**src/hpp_map.svh**
```systemverilog
// Constants of the host parallel port: widths, timing counts.
// Assumes inclusion by bare name from the package or design file.
`ifndef HPP_MAP_SVH
`define HPP_MAP_SVH
`define HPP_ADDR_W          16
`define HPP_DATA_W          8
`define HPP_LOW_ADDR_W      8
`define HPP_CS_BASE         8'h00
`define HPP_RESET_CYCLES    400
`define HPP_READY_NORMAL    4
`define HPP_READY_EARLY     3
`endif

```
**src/hpp_pkg.sv**
```systemverilog
// Types of the host parallel port.
// Assumes hpp_map.svh is on the include path.
`include "hpp_map.svh"
package hpp_pkg;
  typedef enum logic [1:0] {
    HPP_IDLE,
    HPP_WAIT,
    HPP_READY
  } hpp_state_t;

  typedef struct packed {
    logic [1:0]                   rd_sync;
    logic [1:0]                   wr_sync;
    logic                         rd_prev;
    logic                         wr_prev;
    logic                         ale_prev;
    logic [`HPP_LOW_ADDR_W-1:0]   low_addr;
    logic                         cs_latched;
    hpp_state_t                   state;
    logic                         is_read;
    logic [2:0]                   wait_cnt;
    logic                         ready_n;
    logic [`HPP_DATA_W-1:0]       rdata;
    logic                         drive;
    logic                         mem_rd;
    logic                         mem_wr;
    logic [`HPP_ADDR_W-1:0]       mem_addr;
    logic [`HPP_DATA_W-1:0]       mem_wdata;
  } hpp_state_s_t;
endpackage

```
**src/hpp_port.sv**
```systemverilog
// Host parallel port: multiplexed synchronous and asynchronous modes.
// Assumes host pins synchronous to clock, strobes resynchronised here, internal memory answers in one cycle.
//
// Overview of operation
// - Latch low address on address-latch falling edge
// - Mux mode: decode chip select from high address
// - Sync mode: read on fall, write on rise
// - Async mode: read on fall, write on rise
// - Ready registered on core clock
// - Ready withdrawn when strobe deasserted
// - Data bus released while read inactive
// - Normal ready about six cycles after strobe
// - Early ready one cycle sooner
// - Names ending _n are active low
`timescale 1ns/1ps
`include "hpp_map.svh"
module hpp_port #(
  parameter int ADDR_W  = `HPP_ADDR_W,
  parameter int DATA_W  = `HPP_DATA_W,
  parameter int LOW_W   = `HPP_LOW_ADDR_W
) (
  input  wire logic              clock,
  input  wire logic              rst,
  input  wire logic              mux_mode,
  input  wire logic              early_ready,
  input  wire logic              addr_latch,
  input  wire logic [ADDR_W-1:0] host_address_bus,
  input  wire logic              chip_select_n,
  input  wire logic              read_strobe_n,
  input  wire logic              write_strobe_n,
  input  wire logic [DATA_W-1:0] data_in,
  output logic      [DATA_W-1:0] data_out,
  output logic                   data_oe,
  output logic                   ready_out_n,
  output logic                   mem_rd,
  output logic                   mem_wr,
  output logic      [ADDR_W-1:0] mem_addr,
  output logic      [DATA_W-1:0] mem_wdata,
  input  wire logic [DATA_W-1:0] mem_rdata
);
  // Widths are fixed by the state record; wait counts must fit the 3-bit counter
  if (ADDR_W <= LOW_W || LOW_W < 1 || DATA_W < 1) begin : g_range_check
    $error("hpp_port: unsupported widths");
  end
  if (ADDR_W != `HPP_ADDR_W || DATA_W != `HPP_DATA_W || LOW_W != `HPP_LOW_ADDR_W) begin : g_record_check
    $error("hpp_port: widths differ from the state record");
  end
  if (`HPP_READY_EARLY < 2 || `HPP_READY_NORMAL > 7 || `HPP_READY_EARLY >= `HPP_READY_NORMAL) begin : g_wait_check
    $error("hpp_port: unsupported ready wait counts");
  end

  localparam logic [2:0] NORMAL_WAIT = 3'(`HPP_READY_NORMAL);
  localparam logic [2:0] EARLY_WAIT  = 3'(`HPP_READY_EARLY);
  localparam logic [ADDR_W-LOW_W-1:0] CS_BASE = (ADDR_W-LOW_W)'(`HPP_CS_BASE);

  hpp_pkg::hpp_state_s_t s_reg;
  hpp_pkg::hpp_state_s_t s_next;

  logic rd_s;
  logic wr_s;
  logic rd_fall;
  logic wr_rise;
  logic cs_active;
  logic [ADDR_W-1:0] full_addr;

  // Strobe of the running access seen high again
  function automatic logic strobe_done(input logic is_read, input logic rd_lvl, input logic wr_lvl);
    return is_read ? rd_lvl : wr_lvl;
  endfunction

  assign rd_s    = s_reg.rd_sync[1];
  assign wr_s    = s_reg.wr_sync[1];
  assign rd_fall = s_reg.rd_prev && !rd_s;
  assign wr_rise = !s_reg.wr_prev && wr_s;
  // Mux mode: chip select decoded at latch time; async: pin
  assign cs_active = mux_mode ? s_reg.cs_latched : !chip_select_n;
  assign full_addr = mux_mode ? {host_address_bus[ADDR_W-1:LOW_W], s_reg.low_addr} : host_address_bus;

  always_comb begin
    s_next = s_reg;
    s_next.rd_sync = {s_reg.rd_sync[0], read_strobe_n};
    s_next.wr_sync = {s_reg.wr_sync[0], write_strobe_n};
    s_next.rd_prev = rd_s;
    s_next.wr_prev = wr_s;
    s_next.ale_prev = addr_latch;
    s_next.mem_rd = 1'b0;
    s_next.mem_wr = 1'b0;
    if (s_reg.ale_prev && !addr_latch) begin
      s_next.low_addr   = host_address_bus[LOW_W-1:0];
      s_next.cs_latched = host_address_bus[ADDR_W-1:LOW_W] == CS_BASE;
    end
    if (s_reg.mem_rd) begin
      s_next.rdata = mem_rdata;
    end
    unique case (s_reg.state)
      hpp_pkg::HPP_IDLE: begin
        if (cs_active && rd_fall) begin
          s_next.state    = hpp_pkg::HPP_WAIT;
          s_next.is_read  = 1'b1;
          s_next.mem_rd   = 1'b1;
          s_next.mem_addr = full_addr;
          s_next.wait_cnt = early_ready ? EARLY_WAIT : NORMAL_WAIT;
        end else if (cs_active && wr_rise) begin
          s_next.mem_wr    = 1'b1;
          s_next.mem_addr  = full_addr;
          s_next.mem_wdata = data_in;
        end else if (cs_active && !wr_s && !mux_mode) begin
          s_next.state    = hpp_pkg::HPP_WAIT;
          s_next.is_read  = 1'b0;
          s_next.wait_cnt = early_ready ? EARLY_WAIT : NORMAL_WAIT;
        end
      end
      hpp_pkg::HPP_WAIT: begin
        if (strobe_done(s_reg.is_read, rd_s, wr_s)) begin
          s_next.state = hpp_pkg::HPP_IDLE;
          if (!s_reg.is_read) begin
            s_next.mem_wr    = 1'b1;
            s_next.mem_addr  = full_addr;
            s_next.mem_wdata = data_in;
          end
        end else if (s_reg.wait_cnt <= 3'h2) begin
          s_next.state   = hpp_pkg::HPP_READY;
          s_next.ready_n = 1'b0;
        end else begin
          s_next.wait_cnt = s_reg.wait_cnt - 3'h1;
        end
      end
      hpp_pkg::HPP_READY: begin
        if (strobe_done(s_reg.is_read, rd_s, wr_s)) begin
          s_next.state   = hpp_pkg::HPP_IDLE;
          s_next.ready_n = 1'b1;
          if (!s_reg.is_read) begin
            s_next.mem_wr    = 1'b1;
            s_next.mem_addr  = full_addr;
            s_next.mem_wdata = data_in;
          end
        end
      end
    endcase
    s_next.drive = !read_strobe_n && cs_active;
  end

  always_ff @(posedge clock or posedge rst) begin
    if (rst) begin
      s_reg <= '0;
      s_reg.rd_sync <= 2'h3;
      s_reg.wr_sync <= 2'h3;
      s_reg.rd_prev <= 1'b1;
      s_reg.wr_prev <= 1'b1;
      s_reg.ready_n <= 1'b1;
      s_reg.state   <= hpp_pkg::HPP_IDLE;
    end else begin
      s_reg <= s_next;
    end
  end

  assign data_out    = s_reg.rdata;
  assign data_oe     = s_reg.drive && !read_strobe_n;
  assign ready_out_n = s_reg.ready_n;
  assign mem_rd      = s_reg.mem_rd;
  assign mem_wr      = s_reg.mem_wr;
  assign mem_addr    = s_reg.mem_addr;
  assign mem_wdata   = s_reg.mem_wdata;

  ready_release_a: assert property (@(posedge clock) disable iff (rst)
    (s_reg.state == hpp_pkg::HPP_READY && rd_s && s_reg.is_read) |=> ready_out_n)
    else $error("ready not withdrawn after strobe release");
  bus_release_a: assert property (@(posedge clock) disable iff (rst)
    read_strobe_n |-> !data_oe)
    else $error("data bus driven while read inactive");
  read_start_a: assert property (@(posedge clock) disable iff (rst)
    (s_reg.state == hpp_pkg::HPP_IDLE && cs_active && rd_fall) |=> mem_rd)
    else $error("read not started on strobe fall");
  normal_ready_a: assert property (@(posedge clock) disable iff (rst)
    (s_reg.state == hpp_pkg::HPP_IDLE && cs_active && rd_fall && !early_ready) ##1 (!rd_s)[*3]
      |-> ##[0:1] !ready_out_n)
    else $error("normal ready late");
  early_ready_a: assert property (@(posedge clock) disable iff (rst)
    (s_reg.state == hpp_pkg::HPP_IDLE && cs_active && rd_fall && early_ready) ##1 (!rd_s)[*2]
      |-> ##[0:1] !ready_out_n)
    else $error("early ready late");
  ready_registered_a: assert property (@(posedge clock) disable iff (rst)
    $fell(ready_out_n) |-> $past(s_reg.state) == hpp_pkg::HPP_WAIT)
    else $error("ready fell outside wait state");
  addr_latch_a: assert property (@(posedge clock) disable iff (rst)
    ($past(addr_latch) && !addr_latch && s_reg.ale_prev) |=> s_reg.low_addr == $past(host_address_bus[LOW_W-1:0]))
    else $error("low address not latched");
  write_commit_a: assert property (@(posedge clock) disable iff (rst)
    (mux_mode && s_reg.state == hpp_pkg::HPP_IDLE && cs_active && wr_rise && !rd_fall) |=> mem_wr)
    else $error("write not committed on strobe rise");
  // Ready must not open before its window
  normal_not_early_a: assert property (@(posedge clock) disable iff (rst)
    (s_reg.state == hpp_pkg::HPP_IDLE && cs_active && rd_fall && !early_ready) |=> ready_out_n[*3])
    else $error("normal ready too soon");
  early_not_early_a: assert property (@(posedge clock) disable iff (rst)
    (s_reg.state == hpp_pkg::HPP_IDLE && cs_active && rd_fall && early_ready) |=> ready_out_n[*2])
    else $error("early ready too soon");
  write_ready_a: assert property (@(posedge clock) disable iff (rst)
    (s_reg.state == hpp_pkg::HPP_IDLE && cs_active && !wr_s && !mux_mode && !rd_fall && !early_ready)
      ##1 (!wr_s)[*3] |-> ##[0:1] !ready_out_n)
    else $error("write ready late");
  async_commit_a: assert property (@(posedge clock) disable iff (rst)
    (s_reg.state != hpp_pkg::HPP_IDLE && !s_reg.is_read && wr_s) |=> mem_wr)
    else $error("async write not committed on strobe rise");
  ready_idle_a: assert property (@(posedge clock) disable iff (rst)
    (s_reg.state == hpp_pkg::HPP_IDLE) |-> ready_out_n)
    else $error("ready low while idle");
  no_select_a: assert property (@(posedge clock) disable iff (rst)
    (s_reg.state == hpp_pkg::HPP_IDLE && !cs_active) |=> (!mem_rd && !mem_wr))
    else $error("access started without select");
  ready_hold_a: assert property (@(posedge clock) disable iff (rst)
    (s_reg.state == hpp_pkg::HPP_READY && !strobe_done(s_reg.is_read, rd_s, wr_s)) |=> !ready_out_n)
    else $error("ready dropped while strobe active");
  read_capture_a: assert property (@(posedge clock) disable iff (rst)
    s_reg.mem_rd |=> data_out == $past(mem_rdata))
    else $error("read data not captured");
  ale_decode_a: assert property (@(posedge clock) disable iff (rst)
    (s_reg.ale_prev && !addr_latch) |=> s_reg.cs_latched == ($past(host_address_bus[ADDR_W-1:LOW_W]) == CS_BASE))
    else $error("chip select not decoded at latch");
endmodule

```
**config.mk**
```make
export PLATFORM = sky130hd
export DESIGN_NAME = hpp_port
export DESIGN_NICKNAME = d
export VERILOG_FILES = /design/src/hpp_pkg.sv /design/src/hpp_port.sv
export VERILOG_INCLUDE_DIRS = /design/src
export SDC_FILE = /design/constraint.sdc
export NUM_CORES = 1
export LEC_CHECK = 0
export ABC_AREA = 1
export BUFFER_PORTS_ARGS = -buffer_cell sky130_fd_sc_hd__clkbuf_2
export CAP_MARGIN = 30
export CORE_ASPECT_RATIO = 1.25
export CORE_MARGIN = 2
export CORE_UTILIZATION = 59
export CTS_BUF_LIST = sky130_fd_sc_hd__clkbuf_2 sky130_fd_sc_hd__clkbuf_4 sky130_fd_sc_hd__clkbuf_8
export DETAILED_ROUTE_END_ITERATION = 7
export PLACE_DENSITY = 0.95
export SLEW_MARGIN = 20
export SYNTH_ARGS = -nofsm -noshare
export SYNTH_HDL_FRONTEND = slang
export SYNTH_SLANG_ARGS = --single-unit
```
**constraint.sdc**
```tcl
create_clock -name clock -period 3.5 [get_ports clock]
set_input_delay 0.525 -clock clock [delete_from_list [all_inputs] [get_ports clock]]
set_output_delay 0.525 -clock clock [all_outputs]
set_load 0.02 [all_outputs]
```
### Yosys cells after proc, flatten, opt, wreduce, memory -nomap -nowiden

Index checks and enable logic that the tools add are counted.

* bits in registers: 58
* latch bits: 0
* bits in writable memories: 0
* bits in read-only memories: 0
* input bits: 40
* output and inout port bits: 36
* memories kept: 0

* add/sub/neg operators: 1
* multiply operators: 0
* divide/modulo/power cells: 0
* order comparisons: 1
* eq/ne operators: 15
* shift operators: 0
* multiplexer cells: 26
* bitwise gates (word level): 0
* reduce and logical (&&, ||, !) cells: 28

Operators with widths (count)
* 25-bit 2-to-1 mux: 3
* 25-bit one-hot mux with 2 select lines: 1
* 6-bit 2-to-1 mux: 3
* 16-bit 2-to-1 mux: 1
* 8-bit 2-to-1 mux: 2
* 2-bit != test (second input constant): 8
* 3-bit != test (second input constant): 4
* 4-bit AND reduction: 3
* 1-bit logical AND: 9
* 8-bit logical NOT: 1
* 1-bit logical NOT: 7
* 1-bit 2-to-1 mux: 7
* 2-bit 2-to-1 mux: 3
* 3-bit 2-to-1 mux: 2
* 2-bit one-hot mux with 3 select lines: 1
* 3-bit one-hot mux with 2 select lines: 1
* 3-bit AND reduction: 2
* 2-bit nonzero test: 3
* 5-bit AND reduction: 1
* 4-bit 2-to-1 mux: 1
* 3-bit by 2-bit less-or-equal comparator with 1-bit output (second input constant): 1
* 3-bit by 1-bit subtractor with 3-bit output (second input constant): 1
* 2-bit by 1-bit == test with 1-bit output (second input constant): 1
* 2-bit == test (second input constant): 1
* 4 further kinds: 4

### Logic depth before layout (Yosys ltp)

* depth in word-level cells: 8
* mapped depth: 10
* mapped depth without buffers: 9

### Worst setup path after synthesis

OpenSTA, ideal clock, no wires.

* path kind: input to register
* start point: input port mux_mode
* end point: register s_reg (netlist bit mem_addr[13])
* library setup time: 0.127 ns
* data arrival time: 1.372 ns
* required time: 3.373 ns
* path slack: 2.001 ns
* stages: 9
* cells stage by stage: buf_4 -> inv_2 -> nand2_1 -> nand3_4 -> nand3_4 -> nand2_4 -> buf_8 -> nand2_1 -> o21ai_0

* word-level cells in the longest chain between the ends: 4
* elaborated cells between the ends (all ways): 7
* those cells by class: eq/ne: 1; mux: 3; reduce/logical: 3

Ends and longest elaborated chain
* from (decl): line hpp_port.sv:24 `input wire logic mux_mode,`
* 1-bit 2-to-1 mux (*): line hpp_port.sv:76 `assign cs_active = mux_mode ? s_reg.cs_latched : !chip_select_n;`
* 1-bit logical AND (on tied branches): line hpp_port.sv:97, hpp_port.sv:103
* 3-bit != test (no line) or 16-bit 2-to-1 mux (tied branches)
* 3-bit AND reduction (no line) or 25-bit one-hot mux with 2 select lines (tied branches)
* to (signal assigned): line hpp_port.sv:153 `s_reg <= s_next;`
* to (decl): line hpp_port.sv:56 `hpp_pkg::hpp_state_s_t s_reg;`

Every way passes the cells marked *; elsewhere a longest branch is shown, timed or not.
A chain may end at the register's enable or synchronous reset.

### Worst setup path in the final report

* start point: register s_reg[40] (netlist bit)
* end point: register s_reg (netlist bit mem_addr[7])

* word-level cells in the longest chain between the ends: 4
* elaborated cells between the ends (all ways): 9
* those cells by class: eq/ne: 5; mux: 1; reduce/logical: 3

Ends and longest elaborated chain
* 2-bit == test or 2-bit by 1-bit == test with 1-bit output (tied branches): line hpp_port.sv:95 `unique case (s_reg.state)`
* 2-bit OR reduction (no line)
* 2-bit by 1-bit != test with 1-bit output (no line) or 2-bit != test (tied branches)
* 3-bit AND reduction (no line)

Several ways; a longest one is shown, not always the timed one.

==> metrics <==
post-synthesis mux area share=3.11%; GRT overflow=0; YS warnings=0; number of global-route vias before repair=2034; Final ANT Viol Nets=0; DRT Wirelength=5650 um; Post-CTS Hold Fix Bufs=0; final worst-path cycle share=48.6%; Sw Pwr=1.22 mW; CTS Buf Count=9; status=complete, no violations; Die Width=66.6 um; met3 usage=5.56%; min cycle time layout=1.70 ns; multi-input logic area=0.00103 mm2; Largest register FFs=19; CP bufs+invs=2; Worst EP arrival=1.93 ns; clock sink count=58; clock network fraction of design power=22.8%; met1 Use GR=24.6%; setup TNS=0 ns; WP depth=6; initial antenna violation count=0; Gate power share=41.8%; LEAKAGE=1.76 nW; WS Path Type=reg2reg; port bufs=75; skew final=0.00890 ns; post-DR wirelength/cell=13.2 um; syn_area_per_cell=9.13 um2; WHS=0.254 ns; fin area=0.00326 mm2; Syn Nets=362; Slew Limit Fails=0; Skew-Pair Late Insertion Delay=0.34 ns; H-Tree Depth=3; Worst Reg-to-Reg Cells=6; library cells used by synthesis=25; Core Rows=28; leading cell types in the layout, fill and taps excluded=84 x nand2_1, 75 x clkbuf_2, 51 x dfrtp_1; Max Clk Rate=588 MHz; layout cells sized above 1=33.4%; max-cap viol count=0; Syn Inst Count=317; CP dominant cell by count=inv_1; vias per cell=5.17; Worst-path clk slew=0.07 ns; CP max stage cell=dfrtp_1; CP required=3.73 ns; 1st-iter DRT viols=106; GRT met2 Usage=39.9%; largest family of logic cells by synthesized area=simple AND/OR/NAND/NOR gates; via count=2211; postcts setup bufs=0; Worst setup SP type=flop; part of the power in registers=35.4%; die height=82.3 um; nets@finish=408; ant diodes=0; Post-DP Area=0.00305 mm2; initial core utilization=61.2%; IO Count=76; worst rel slew slack=56.3%; Worst Setup End Kind=flop; fill count=358; Detail Placement HPWL=4160 um; internal power=1.64 mW; most common cell after layout, fill and taps aside=nand2_1; CTS tree=built; RSZ-0062 raised after global routing=no; clk root buf=clkbuf_8; switch share=42.5%; Core Area=0.00473 mm2; worst slew pin tran=0.654 ns; Final setup viols=0; Power Dens Cells=876 mW/mm2; Post-Synth XOR/XNOR Area=0.303%; Synth Area in Adders=2.16%; Clock Tree Buf Depth=2; full die area=0.00548 mm2; worst-path maximum fanout=16; family with the most delay on the worst path=simple AND/OR/NAND/NOR gates; Synth Cell Area=0.00289 mm2; post-synthesis simple-gate area fraction=20.7%; slowest cell delay on critical path=0.38 ns; VDD IR max=0.588 mV; gpl congestion=0.799; total global-route track usage=22.1%; sequential fraction of the synthesis area=50.5%; drt pass-1 iters=4; Worst Hold Class=in2async; cell chain of the critical path=inv_1 > ha_1 > inv_1 > nand3_2 > nand4_1 > nand2_1; area delta synth->final=12.8%; gr busiest metal=met2; largest net degree at the start of global routing=33; number of synthesized register bits=58; Compound-Gate Fraction of Synth Area=9.25%; global-route wire length before repair=9000 um; DRC viols=0; Fin. Hold Viols=0; Reg area=0.00146 mm2; post-cts sizing count=0
worst paths after layout:
| check | startpoint | end | slack (ns) |
|---|---|---|---|
| hold reg to reg | s_next[55] | s_next[52] | 0.36 |
| max in group asynchronous | rst | rd_s | 2.39 |
| min in group clock | write_strobe_n | s_next[55] | 0.27 |
| setup reg to reg | s_reg[40] | mem_addr[7] | 1.80 |
| hold / removal | rst | mem_wr | 0.25 |
| setup / recovery | s_reg[40] | mem_addr[7] | 1.80 |
cell usage after synthesis (all sizes together):
master	instances	area share, %
dfstp	7	6.4
a31oi	2	0.43
nand2	91	13
nand3	20	4.5
buf	36	9.7
nand4	8	1.7
a21oi	3	0.52
nor2	12	1.6
mux2	8	3.1
o21ai	29	5.5
ha	5	2.2
a21boi	9	2.3
dfrtp	51	44
clkbuf	5	0.65
xor2	1	0.30
inv	28	3.6
o22ai	2	0.43
cells by family (layout without fill, tap and decap cells):
kind of cell / Yosys count / count (layout)
XOR/XNOR: 1 / 1
multiplexers: 8 / 8
flip-flops: 58 / 58
AND/OR/NAND/NOR: 131 / 131
AO/OA/AOI/OAI: 45 / 45
adder cells (fa/ha/maj): 5 / 5
buffers and inverters: 69 / 120
power by group through the flow:
stage | registers, mW | logic, mW | clock network [mW]
final | 1.01 | 1.20 | 0.651
after global routing | 1.03 | 1.33 | 0.685
after CTS | 1.01 | 1.20 | 0.663
after detailed placement | 1.02 | 1.20 | 0
after global placement | 1.01 | 1.13 | 0
after floorplan | 0.996 | 1.13 | 0
through the flow:
stage          util, %  cells  setup slack [ns]  power (mW)
5_1_grt           69.0    428              1.65        3.05
4_1_cts           69.0    428              1.79        2.87
2_1_floorplan        -    317              1.56        2.12
6_report          69.0    428              1.80        2.86
3_5_place_dp      64.5    412              1.63        2.22
3_3_place_gp      64.5    412              1.74        2.14
area by class of cell:
type                            instances  area share [%]
Multi-Input combinational cell        190            31.5
Sequential cell                        58            44.7
Tap cell                               60            2.30
Timing Repair Buffer                   76            11.7
Clock buffer                           11            4.64
Clock inverter                          5            1.88
Inverter                               28            3.22
routing by layer:
metal	part of all wire [%]	wire [um]
met5	0	0
met3	6.8	384
met4	1.5	84
met1	40	2260
met2	52	2920
Note: power is estimated with default switching activity, not from simulation.
